===== config.mk =====
export PLATFORM = sky130hd
export DESIGN_NAME = hpc_cfg_regs
export DESIGN_NICKNAME = d
export VERILOG_FILES = /design/src/hdl/hpc_pkg.sv /design/src/hdl/hpc_oc_if.sv /design/src/hdl/hpc_overcurrent_delay_select.sv /design/src/hdl/hpc_cfg_regs.sv
export VERILOG_INCLUDE_DIRS = /design/src /design/src/hdl
export SDC_FILE = /design/constraint.sdc
export NUM_CORES = 1
export LEC_CHECK = 0
export ABC_AREA = 1
export BUFFER_PORTS_ARGS = -buffer_cell sky130_fd_sc_hd__buf_2
export CORE_MARGIN = 8
export CORE_UTILIZATION = 35
export DETAILED_ROUTE_END_ITERATION = 8
export MAX_ROUTING_LAYER = met4
export PLACE_DENSITY = 0.57
export SETUP_SLACK_MARGIN = 0.02
export SLEW_MARGIN = 25
export SYNTH_ARGS = -nofsm -noshare
export SYNTH_HDL_FRONTEND = slang
export SYNTH_SLANG_ARGS = --single-unit

===== constraint.sdc =====
create_clock -name clk_sys_i -period 3.19 [get_ports clk_sys_i]
set_input_delay 0.1595 -clock clk_sys_i [delete_from_list [all_inputs] [get_ports clk_sys_i]]
set_output_delay 0.1595 -clock clk_sys_i [all_outputs]
set_load 0.005 [all_outputs]

===== src/hdl/hpc_defs.svh =====
// offsets, field positions, reset values and timing figures of the hub configuration bank
`ifndef HPC_DEFS_SVH
`define HPC_DEFS_SVH

`define HPC_CLK_PERIOD_NS 10

`define HPC_ADDR_W 8
`define HPC_DATA_W 8
`define HPC_PORTS 2

`define HPC_OFS_POWER_SPEED 8'h07
`define HPC_OFS_DYN_OC 8'h08
`define HPC_OFS_FIXED_PORT 8'h09
`define HPC_OFS_OFF_LOCAL 8'h0A
`define HPC_OFS_OFF_VBUS 8'h0B

`define HPC_RST_POWER_SPEED 8'h00
`define HPC_RST_DYN_OC 8'h00
`define HPC_RST_FIXED_PORT 8'h00
`define HPC_RST_OFF_LOCAL 8'h00
`define HPC_RST_OFF_VBUS 8'h00

// writable bits; everything else is reserved and held at zero
`define HPC_MASK_POWER_SPEED 8'hAE
`define HPC_MASK_DYN_OC 8'hB8
`define HPC_MASK_PORT 8'h06

// power/speed byte fields
`define HPC_BIT_POWER_SOURCE 7
`define HPC_BIT_FULL_SPEED_ONLY 5
`define HPC_BIT_EOP_SUPPRESS 3
`define HPC_BIT_SENSE_NONE 2
`define HPC_BIT_SENSE_LO 1

// dynamic/over-current byte fields
`define HPC_BIT_DYNAMIC 7
`define HPC_BIT_DELAY_HI 5
`define HPC_BIT_DELAY_LO 4
`define HPC_BIT_COMPOUND 3

// port bit positions inside the port registers
`define HPC_BIT_PORT1 1
`define HPC_BIT_PORT2 2

// over-current delay figures in ns
`define HPC_OC_T0_NS 100000
`define HPC_OC_T1_NS 2000000
`define HPC_OC_T2_NS 4000000
`define HPC_OC_T3_NS 6000000

`define HPC_OC_CNT_W 20
`define HPC_ONE_CNT 20'h00001
`define HPC_ZERO_CNT 20'h00000

`endif


===== src/hdl/hpc_pkg.sv =====
// types shared by the hub configuration bank
package hpc_pkg;

    typedef enum logic [1:0]
    {
        HPC_DELAY_0P1MS = 2'h0,
        HPC_DELAY_2MS = 2'h1,
        HPC_DELAY_4MS = 2'h2,
        HPC_DELAY_6MS = 2'h3
    } hpc_oc_delay_t;

    typedef enum logic [2:0]
    {
        HPC_OC_IDLE = 3'h1,
        HPC_OC_WAIT = 3'h2,
        HPC_OC_FAULT = 3'h4
    } hpc_oc_state_t;

endpackage


===== src/hdl/hpc_oc_if.sv =====
// carrier between the config bank and its over-current delay timer
`timescale 1ns/10ps
interface hpc_oc_if;
    import hpc_pkg::*;
    logic sense_en;
    logic raw;
    hpc_oc_delay_t sel;
    logic fault;

    modport bank (output sense_en, output raw, output sel, input fault);
    modport timer (input sense_en, input raw, input sel, output fault);
endinterface


===== src/hdl/hpc_overcurrent_delay_select.sv =====
// over-current qualification timer with selectable delay
`timescale 1ns/10ps
`include "hpc_defs.svh"
module hpc_overcurrent_delay_select
    import hpc_pkg::*;
#(
    parameter logic [`HPC_OC_CNT_W-1:0] CNT_0 = `HPC_OC_CNT_W'(`HPC_OC_T0_NS / `HPC_CLK_PERIOD_NS),
    parameter logic [`HPC_OC_CNT_W-1:0] CNT_1 = `HPC_OC_CNT_W'(`HPC_OC_T1_NS / `HPC_CLK_PERIOD_NS),
    parameter logic [`HPC_OC_CNT_W-1:0] CNT_2 = `HPC_OC_CNT_W'(`HPC_OC_T2_NS / `HPC_CLK_PERIOD_NS),
    parameter logic [`HPC_OC_CNT_W-1:0] CNT_3 = `HPC_OC_CNT_W'(`HPC_OC_T3_NS / `HPC_CLK_PERIOD_NS)
)
(
    input wire logic clk_sys_i,
    input wire logic resetn_i,
    input wire logic ce_i,
    hpc_oc_if.timer oc
);

    hpc_oc_state_t state;
    hpc_oc_state_t next_state;
    logic [`HPC_OC_CNT_W-1:0] count;
    logic [`HPC_OC_CNT_W-1:0] next_count;
    logic [`HPC_OC_CNT_W-1:0] limit;
    logic active;
    logic expired;

    assign active = oc.sense_en & oc.raw;
    assign expired = (count + `HPC_ONE_CNT) >= limit;

    always_comb
    begin
        case (oc.sel)
            HPC_DELAY_0P1MS: limit = CNT_0;
            HPC_DELAY_2MS: limit = CNT_1;
            HPC_DELAY_4MS: limit = CNT_2;
            HPC_DELAY_6MS: limit = CNT_3;
            default: limit = CNT_0;
        endcase
    end

    // fault shows only after the condition held for the whole delay
    always_comb
    begin
        next_state = state;
        next_count = count;
        case (state)
            HPC_OC_IDLE:
            begin
                next_count = `HPC_ZERO_CNT;
                if (active)
                    next_state = HPC_OC_WAIT;
            end
            HPC_OC_WAIT:
            begin
                if (!active)
                begin
                    next_state = HPC_OC_IDLE;
                    next_count = `HPC_ZERO_CNT;
                end
                else if (expired)
                    next_state = HPC_OC_FAULT;
                else
                    next_count = count + `HPC_ONE_CNT;
            end
            HPC_OC_FAULT:
            begin
                next_count = `HPC_ZERO_CNT;
                if (!active)
                    next_state = HPC_OC_IDLE;
            end
            default:
            begin
                next_state = HPC_OC_IDLE;
                next_count = `HPC_ZERO_CNT;
            end
        endcase
    end

    always_ff @(posedge clk_sys_i or negedge resetn_i)
    begin
        if (!resetn_i)
        begin
            state <= HPC_OC_IDLE;
            count <= `HPC_ZERO_CNT;
            oc.fault <= 1'b0;
        end
        else if (ce_i)
        begin
            state <= next_state;
            count <= next_count;
            oc.fault <= (next_state == HPC_OC_FAULT);
        end
    end

endmodule // hpc_overcurrent_delay_select


===== src/hdl/hpc_cfg_regs.sv =====
// hub power, speed and port configuration register bank
`timescale 1ns/10ps
`include "hpc_defs.svh"
module hpc_cfg_regs
    import hpc_pkg::*;
#(
    parameter logic [`HPC_OC_CNT_W-1:0] OC_CNT_0 = `HPC_OC_CNT_W'(`HPC_OC_T0_NS / `HPC_CLK_PERIOD_NS),
    parameter logic [`HPC_OC_CNT_W-1:0] OC_CNT_1 = `HPC_OC_CNT_W'(`HPC_OC_T1_NS / `HPC_CLK_PERIOD_NS),
    parameter logic [`HPC_OC_CNT_W-1:0] OC_CNT_2 = `HPC_OC_CNT_W'(`HPC_OC_T2_NS / `HPC_CLK_PERIOD_NS),
    parameter logic [`HPC_OC_CNT_W-1:0] OC_CNT_3 = `HPC_OC_CNT_W'(`HPC_OC_T3_NS / `HPC_CLK_PERIOD_NS)
)
(
    input wire logic clk_sys_i,
    input wire logic resetn_i,
    input wire logic ce_i,
    input wire logic [`HPC_ADDR_W-1:0] cfg_addr_i,
    input wire logic [`HPC_DATA_W-1:0] cfg_wdata_i,
    input wire logic cfg_wr_i,
    input wire logic cfg_rd_i,
    input wire logic config_lock_i,
    input wire logic local_power_present_pin_i,
    input wire logic overcurrent_raw_i,
    output logic [`HPC_DATA_W-1:0] cfg_rdata_o,
    output logic cfg_rvalid_o,
    output logic cfg_hit_o,
    output logic cfg_wr_refused_o,
    output logic locked_o,
    output logic self_powered_o,
    output logic full_speed_only_o,
    output logic frame_end_packet_suppress_o,
    output logic overcurrent_sense_ganged_o,
    output logic overcurrent_sense_off_o,
    output logic sense_conflict_o,
    output logic overcurrent_fault_o,
    output logic compound_device_o,
    output logic [`HPC_PORTS-1:0] fixed_port_bits_o,
    output logic [`HPC_PORTS-1:0] port_enable_o
);

    logic [`HPC_DATA_W-1:0] hub_power_speed_config;
    logic [`HPC_DATA_W-1:0] hub_dynamic_overcurrent_config;
    logic [`HPC_DATA_W-1:0] fixed_port_mask;
    logic [`HPC_DATA_W-1:0] port_off_mask_local_power;
    logic [`HPC_DATA_W-1:0] port_off_mask_vbus_power;
    logic lock;

    hpc_oc_if oc_link ();

    // address decode
    wire sel_power_speed = (cfg_addr_i == `HPC_OFS_POWER_SPEED);
    wire sel_dyn_oc = (cfg_addr_i == `HPC_OFS_DYN_OC);
    wire sel_fixed_port = (cfg_addr_i == `HPC_OFS_FIXED_PORT);
    wire sel_off_local = (cfg_addr_i == `HPC_OFS_OFF_LOCAL);
    wire sel_off_vbus = (cfg_addr_i == `HPC_OFS_OFF_VBUS);
    wire addr_hit = sel_power_speed | sel_dyn_oc | sel_fixed_port | sel_off_local | sel_off_vbus;

    // the lock is sampled as a level; once seen it holds until reset
    wire next_lock = lock | config_lock_i;
    wire wr_ok = cfg_wr_i & addr_hit & ~lock;
    wire wr_refused = cfg_wr_i & addr_hit & lock;

    // reserved bits are masked off on every write
    wire [`HPC_DATA_W-1:0] wdata_power_speed = cfg_wdata_i & `HPC_MASK_POWER_SPEED;
    wire [`HPC_DATA_W-1:0] wdata_dyn_oc = cfg_wdata_i & `HPC_MASK_DYN_OC;
    wire [`HPC_DATA_W-1:0] wdata_port = cfg_wdata_i & `HPC_MASK_PORT;

    wire [`HPC_DATA_W-1:0] next_power_speed = (wr_ok & sel_power_speed) ? wdata_power_speed
                                                                         : hub_power_speed_config;
    wire [`HPC_DATA_W-1:0] next_dyn_oc = (wr_ok & sel_dyn_oc) ? wdata_dyn_oc : hub_dynamic_overcurrent_config;
    wire [`HPC_DATA_W-1:0] next_fixed_port = (wr_ok & sel_fixed_port) ? wdata_port : fixed_port_mask;
    wire [`HPC_DATA_W-1:0] next_off_local = (wr_ok & sel_off_local) ? wdata_port : port_off_mask_local_power;
    wire [`HPC_DATA_W-1:0] next_off_vbus = (wr_ok & sel_off_vbus) ? wdata_port : port_off_mask_vbus_power;

    // read mux; unmapped offsets read zero
    wire [`HPC_DATA_W-1:0] rd_mux =
        sel_power_speed ? hub_power_speed_config :
        sel_dyn_oc ? hub_dynamic_overcurrent_config :
        sel_fixed_port ? fixed_port_mask :
        sel_off_local ? port_off_mask_local_power :
        sel_off_vbus ? port_off_mask_vbus_power :
        `HPC_DATA_W'(0);
    wire [`HPC_DATA_W-1:0] next_rdata = cfg_rd_i ? rd_mux : cfg_rdata_o;

    // field decode from the stored bytes
    wire stored_self = hub_power_speed_config[`HPC_BIT_POWER_SOURCE];
    wire dynamic_en = hub_dynamic_overcurrent_config[`HPC_BIT_DYNAMIC];
    // dynamic mode follows the pin both ways: loss drops to bus, return restores self
    wire next_self = dynamic_en ? local_power_present_pin_i : stored_self;
    wire next_fs_only = hub_power_speed_config[`HPC_BIT_FULL_SPEED_ONLY];
    wire next_eop_supp = hub_power_speed_config[`HPC_BIT_EOP_SUPPRESS];
    wire sense_none = hub_power_speed_config[`HPC_BIT_SENSE_NONE];
    // reserved code 01 is handled like ganged sensing
    wire next_ganged = ~sense_none;
    wire next_conflict = sense_none & next_self;
    wire next_compound = hub_dynamic_overcurrent_config[`HPC_BIT_COMPOUND];
    wire [`HPC_PORTS-1:0] next_fixed = fixed_port_mask[`HPC_BIT_PORT2:`HPC_BIT_PORT1];
    wire [`HPC_PORTS-1:0] off_now = next_self ? port_off_mask_local_power[`HPC_BIT_PORT2:`HPC_BIT_PORT1]
                                              : port_off_mask_vbus_power[`HPC_BIT_PORT2:`HPC_BIT_PORT1];
    wire [`HPC_PORTS-1:0] next_port_en = ~off_now;

    assign oc_link.sense_en = ~sense_none;
    assign oc_link.raw = overcurrent_raw_i;
    assign oc_link.sel =
        hpc_oc_delay_t'(hub_dynamic_overcurrent_config[`HPC_BIT_DELAY_HI:`HPC_BIT_DELAY_LO]);

    hpc_overcurrent_delay_select #(
        .CNT_0(OC_CNT_0),
        .CNT_1(OC_CNT_1),
        .CNT_2(OC_CNT_2),
        .CNT_3(OC_CNT_3)
    ) u_overcurrent_delay_select (
        .clk_sys_i(clk_sys_i),
        .resetn_i(resetn_i),
        .ce_i(ce_i),
        .oc(oc_link.timer)
    );

    // register storage
    always_ff @(posedge clk_sys_i or negedge resetn_i)
    begin
        if (!resetn_i)
        begin
            hub_power_speed_config <= `HPC_RST_POWER_SPEED;
            hub_dynamic_overcurrent_config <= `HPC_RST_DYN_OC;
            fixed_port_mask <= `HPC_RST_FIXED_PORT;
            port_off_mask_local_power <= `HPC_RST_OFF_LOCAL;
            port_off_mask_vbus_power <= `HPC_RST_OFF_VBUS;
            lock <= 1'b0;
        end
        else if (ce_i)
        begin
            hub_power_speed_config <= next_power_speed;
            hub_dynamic_overcurrent_config <= next_dyn_oc;
            fixed_port_mask <= next_fixed_port;
            port_off_mask_local_power <= next_off_local;
            port_off_mask_vbus_power <= next_off_vbus;
            lock <= next_lock;
        end
    end

    // register port answers
    always_ff @(posedge clk_sys_i or negedge resetn_i)
    begin
        if (!resetn_i)
        begin
            cfg_rdata_o <= `HPC_DATA_W'(0);
            cfg_rvalid_o <= 1'b0;
            cfg_hit_o <= 1'b0;
            cfg_wr_refused_o <= 1'b0;
            locked_o <= 1'b0;
        end
        else if (ce_i)
        begin
            cfg_rdata_o <= next_rdata;
            cfg_rvalid_o <= cfg_rd_i;
            cfg_hit_o <= (cfg_rd_i | cfg_wr_i) & addr_hit;
            cfg_wr_refused_o <= wr_refused;
            locked_o <= next_lock;
        end
    end

    // hub core controls
    always_ff @(posedge clk_sys_i or negedge resetn_i)
    begin
        if (!resetn_i)
        begin
            self_powered_o <= 1'b0;
            full_speed_only_o <= 1'b0;
            frame_end_packet_suppress_o <= 1'b0;
            overcurrent_sense_ganged_o <= 1'b1;
            overcurrent_sense_off_o <= 1'b0;
            sense_conflict_o <= 1'b0;
            overcurrent_fault_o <= 1'b0;
            compound_device_o <= 1'b0;
            fixed_port_bits_o <= `HPC_PORTS'(0);
            port_enable_o <= {`HPC_PORTS{1'b1}};
        end
        else if (ce_i)
        begin
            self_powered_o <= next_self;
            full_speed_only_o <= next_fs_only;
            frame_end_packet_suppress_o <= next_eop_supp;
            overcurrent_sense_ganged_o <= next_ganged;
            overcurrent_sense_off_o <= sense_none;
            sense_conflict_o <= next_conflict;
            overcurrent_fault_o <= oc_link.fault;
            compound_device_o <= next_compound;
            fixed_port_bits_o <= next_fixed;
            port_enable_o <= next_port_en;
        end
    end

endmodule // hpc_cfg_regs


### Word level (Yosys, flattened, before mapping)

Cells that the tools add are included.

* register bits after elaboration: 63
* bits in latches: 0
* bits in writable memories: 0
* ROM bits: 0
* input port bits: 24
* memories: 0

* add/subtract/negate cells: 1
* multipliers: 0
* divide/modulo/power cells: 0
* order comparisons: 1
* equal/unequal tests: 13
* shifts and indexed selects: 0
* multiplexer cells: 16
* bitwise logic cells: 20
* reduce and logical (&&, ||, !) cells: 8

Operators by type and width (number)
* $pmux W20 S4: 1
* $mux W20: 3
* $eq A8 B4 Y1 const B: 4
* $mux W3: 7
* $add A20 B1 Y20 const B: 1
* $ge A20 B20 Y1: 1
* $mux W8: 2
* $reduce_and A2 Y1: 7
* $and A1 B1 Y1: 11
* $pmux W3 S3: 1
* $eq A8 B3 Y1 const B: 1
* $eq A3 B3 Y1 const B: 2
* $or A1 B1 Y1: 6
* $eq A2 B2 Y1 const B: 2
* $eq A3 B1 Y1 const B: 1
* $eq A3 B2 Y1 const B: 1
* $ne A3 B3 Y1 const B: 1
* $eq A2 B1 Y1 const B: 1
* $logic_not A2 Y1: 1
* $mux W2: 1
* $not A1 Y1: 2
* $not A2 Y2: 1
* $mux W1: 1

### Logic depth before layout (Yosys ltp)

* depth after elaboration: 9
* gate-level depth with buffers: 21
* mapped depth without buffers: 20

### By module

From an unflattened synthesis, not the netlist that was laid out.

* cells, all modules: 509
* area total of the unflattened synthesis: 3726.1 um2

By module, submodules not included
* hpc_overcurrent_delay_select: times used 1, cells an instance 292, area an instance 1968.1 um2
* hpc_cfg_regs: times used 1, cells an instance 217, area an instance 1757.9 um2

### Worst setup path before layout

No wires, ideal clock.

* path kind: register to register
* start point: reg u_overcurrent_delay_select.count[0]
* end point: reg u_overcurrent_delay_select.count[14]
* arrival: 2.474 ns
* setup slack: 0.599 ns
* stages on the path, launching flop included: 19
* path buffers: 1
* clock period less this slack: 2.591 ns
* cell sequence: dfrtp_1 -> ha_1 -> nand2_2 -> nor2_4 -> nand3_1 -> nor3_1 -> xnor2_1 -> inv_1 -> ha_1 -> nand2_1 -> nor2_1 -> nand3_1 -> nor2_1 -> nand2_1 -> nand2_1 -> nand2_2 -> buf_4 -> nand3_1 -> nand2_1

* word-level cells in the longest chain between the ends: 4
* elaborated cells between the ends (all ways): 7
* those cells by class: 1 x add/sub; 1 x order compare; 1 x eq/ne; 3 x mux; 1 x reduce/logical

RTL lines
* start: declaration: line hpc_overcurrent_delay_select.sv:21 `` logic [`HPC_OC_CNT_W-1:0] count; ``
* start signal: assignment: line hpc_overcurrent_delay_select.sv:84 `` count <= `HPC_ZERO_CNT; ``
* start signal: assignment: line hpc_overcurrent_delay_select.sv:90 `count <= next_count;`
* $add A20 B1 Y20 (no line) (*)
* $ge A20 B20 Y1 / $mux W20 (equally long branches): line hpc_overcurrent_delay_select.sv:28, hpc_overcurrent_delay_select.sv:60
* $ne A3 B3 Y1 (no line) / $mux W20 (equally long branches)
* $reduce_and A2 Y1 (no line) / $mux W20 (equally long branches)

Mark *: on every way between the ends. The rest lies on a longest branch, timed or not. The select of a mux whose other input is x is not followed.
A chain may end at the register's enable or synchronous reset.

### Worst setup path in the final report

* start point: reg u_overcurrent_delay_select.count[1]
* end point: reg u_overcurrent_delay_select.count[16]

Same word-level chain as after synthesis.

==> impl_metrics.yaml <==
finish:
  final_core_util_pct: 42.5
  diodes: 0
  final_cell_area_sq_um: 4290
  drive_above_1_share_pct: 16.8
  nets: 575
  layout_commonest_cell: "nand2_1"
  nFillCells: 1096
  fin_cells: 673
  area_delta_synth_final_pct: 20.0
  mostFrequentLayoutCells: "nand2_1, inv_1, dfrtp_1"
logic_synthesis:
  ys_warn_count: 0
  syn-mean-instance-area_sq_um: 7.49
  synthArstFlopShare_pct: 100
  netlist_instances: 477
  ys_types: 35
  yosysSeqAreaShare_pct: 42.9
  syn-cell-area_sq_um: 3570
  synth_ff_type: "dfrtp_1"
  synth_edf_count: 0
  ys_seq_elements: 61
power_and_ir_drop:
  p_int_w: 0.00147
  p_leak_nw: 2.30
  peakVddDrop_mv: 0.239
  p_seq_share_pct: 43.2
  p_sw_w: 0.000464
  p_per_area_nw_per_um2: 451
  switching_share_pct: 24.0
  clock_power_share_pct: 48.6
  comb_power_share_pct: 8.2
sta:
  slew_viol_final: 0
  fin_tns_setup_ns: 0
  min_period_ns: 2.83
  max_freq_ghz: 0.354
  relSlewSlack_pct: 46.5
  grt_setup_unrepaired: "false"
  final_hold_viol_count: 0
  setup_ws_ns: 0.364
  fin_skew_ns: 0.00915
  finalSetupViolCount: 0
  period_share_pct: 88.6
  worstMarginPinSlew_ns: 0.802
setup_path:
  reg2reg_to: "u_overcurrent_delay_select.count[16]$_DFFE_PN0P_"
  rr_worst_depth: 20
  endpoint_kind: "flop"
  worstSetupPathType: "flop to flop"
  cp.arrival_ns: 3.06
  crit_required_ns: 3.43
  startpoint_type: "flop"
  worst-r2r-setup-slack_ns: 0.36
  r2r-start: "u_overcurrent_delay_select.count[1]$_DFFE_PN0P_"
  crit_fanout: 20
clock_network:
  cts_made_buffers: 9
  max-clock-path-buffers: 2
  clkTransAtPathRegs_ns: 0.08
  clock_latency_ns: 0.35
  numClockSinks: 61
  cts_tree: "done"
  cts_max_level: 3
  clock-root-buffer: "clkbuf_8"
worst_hold_path:
  min_to: "hub_dynamic_overcurrent_config[4]$_DFFE_PN0P_"
  holdPathStages: 2
  worstHoldStart: "cfg_wdata_i[4]"
  hold_path.class: "primary input to flop"
placement:
  gp_congestion: 0.873
  place_inst: 651
  dpl_cell_area_sq_um: 3940
  portBuffers: 43
  pre_cts_ws_ns: 0.168
  hpwlAfterDp_um: 6340
route:
  wl_um: 8580
  vias_per_cell: 4.68
  drtIter0Drc: 120
  drc_errors: 0
  ant_nets: 0
  vias: 3150
  drtPass1Iterations: 4
  wl_per_cell_um: 12.7
floorplanning:
  die_x_um: 117
  num_io_pins: 48
  core_area_sq_um: 10100
  dieArea_sq_um: 13700
  num_rows: 37
  initial_core_util_pct: 35.4
  fp.dieH_um: 117
grt:
  grt_pass1_wl_um: 14700
  grt_start_max_net_pins: 36
  grt_util_all_layers_pct: 14.1
  antenna_found_initial: 0
  grt.overflow.total: 0
  grt_pass1_vias: 3210
run_status:
  status: "finished, final reports clean"
run:
  cap_violations: 0
## how the worst max path moves through the flow
stage                                               startpoint                                               end  slack (ns)
2_1_floorplan  u_overcurrent_delay_select.count[0]$_DFFE_PN0P_  u_overcurrent_delay_select.count[14]$_DFFE_PN0P_        0.60
3_3_place_gp   u_overcurrent_delay_select.count[0]$_DFFE_PN0P_   u_overcurrent_delay_select.count[9]$_DFFE_PN0P_        0.22
3_5_place_dp   u_overcurrent_delay_select.count[0]$_DFFE_PN0P_   u_overcurrent_delay_select.count[9]$_DFFE_PN0P_        0.17
4_1_cts        u_overcurrent_delay_select.count[0]$_DFFE_PN0P_   u_overcurrent_delay_select.count[9]$_DFFE_PN0P_        0.14
5_1_grt        u_overcurrent_delay_select.count[1]$_DFFE_PN0P_   u_overcurrent_delay_select.count[7]$_DFFE_PN0P_        0.05
6_report       u_overcurrent_delay_select.count[1]$_DFFE_PN0P_  u_overcurrent_delay_select.count[16]$_DFFE_PN0P_        0.36
## routing by layer
metal | track usage (%) | part of all wire [%] | vias up
met3 | 2.36 | 4.1 | 16
li1 | - | - | 1622
met2 | 22.6 | 47 | 64
met5 | - | 0 | -
met4 | 6.83 | 2.1 | 0
met1 | 16.9 | 46 | 1448
## critical path, cell delays in order, from the launching register on
cell and delay [ns]:
dfrtp_1 0.42, nand2_1 0.08, nor2_2 0.17, nand3_1 0.15, nor2_1 0.13, nand3_1 0.10, or2_2 0.28, nand2_1 0.09
inv_1 0.05, ha_1 0.28, inv_1 0.08, nor3_1 0.05, a211oi_1 0.18, nand2_1 0.08, nand2_1 0.09, nand2_1 0.07
nand2_2 0.08, nand2_2 0.06, buf_12 0.16, nand2_1 0.06, nand2_1 0.05
## sequential cells by signal, summed over array words and instances, names as in the netlist, 3 cells and up
register / flops
u_overcurrent_delay_select.count: 20
u_overcurrent_delay_select.state: 3
hub_dynamic_overcurrent_config: 4
hub_power_speed_config: 5
cfg_rdata_o: 6
## logic make-up after synthesis
logic type               share of synthesized area (%)
XOR/XNOR                                          2.45
AND/OR/NAND/NOR                                   30.8
adder cells (fa/ha/maj)                           6.66
multiplexers                                     0.315
flip-flops                                        42.9
buffers and inverters                             8.86
AO/OA/AOI/OAI                                     7.92
other                                            0.105
## layout make-up
| class | count | area [sq um] | area share [%] |
|---|---|---|---|
| Timing Repair Buffer | 55 | 323 | 7.53 |
| Clock inverter | 7 | 146 | 3.42 |
| Clock buffer | 9 | 124 | 2.89 |
| Inverter | 63 | 236 | 5.52 |
| Sequential cell | 61 | 1530 | 35.8 |
| Multi-Input combinational cell | 342 | 1750 | 40.9 |
| Tap cell | 136 | 170 | 3.97 |
## repair_timing
item	4_1_cts	5_1_grt
resized for setup	0	7
hold buffers	2	0
setup buffers	0	4
hold endpoints to repair	31	0
setup endpoints to repair	0	23
## power groups by stage
stage	Sequential, W	Clock, W	Combinational, W
after floorplan	0.000846	0	0.0000934
after global placement	0.000847	0	0.000157
after detailed placement	0.000850	0	0.000160
after CTS	0.000835	0.000961	0.000163
after global routing	0.000840	0.000981	0.000186
final	0.000835	0.000940	0.000159
## Yosys cell counts (2+ instances only)
library cell,instances,area share [%]
xor2_1,8,2.0
buf_6,2,0.63
nor3_1,5,0.70
nand2_2,4,0.70
clkbuf_1,2,0.21
a221oi_1,2,0.49
or2_2,2,0.35
xnor2_1,2,0.49
nor4_1,2,0.35
nand2_1,149,16
a21oi_1,11,1.5
o21ai_0,25,3.5
o22a_1,2,0.49
nand3_1,41,5.7
a31oi_1,2,0.35
inv_1,61,6.4
buf_2,4,0.56
buf_4,4,0.84
o21bai_1,3,0.63
dfrtp_1,57,40
ha_1,19,6.7
dfstp_2,4,2.9
nand4_1,6,1.1
clkinv_1,2,0.21
nor2_1,48,5.0
## per-stage QoR
| step | power, W | hold slack, ns |
|---|---|---|
| 4_1_cts | 0.00196 | 0.0323 |
| 2_1_floorplan | 0.000939 | -0.136 |
| 3_5_place_dp | 0.00101 | 0.305 |
| 6_report | 0.00193 | 0.0460 |
| 3_3_place_gp | 0.00100 | 0.301 |
| 5_1_grt | 0.00201 | 0.0465 |
No activity file was read; power rests on OpenSTA's default activity.
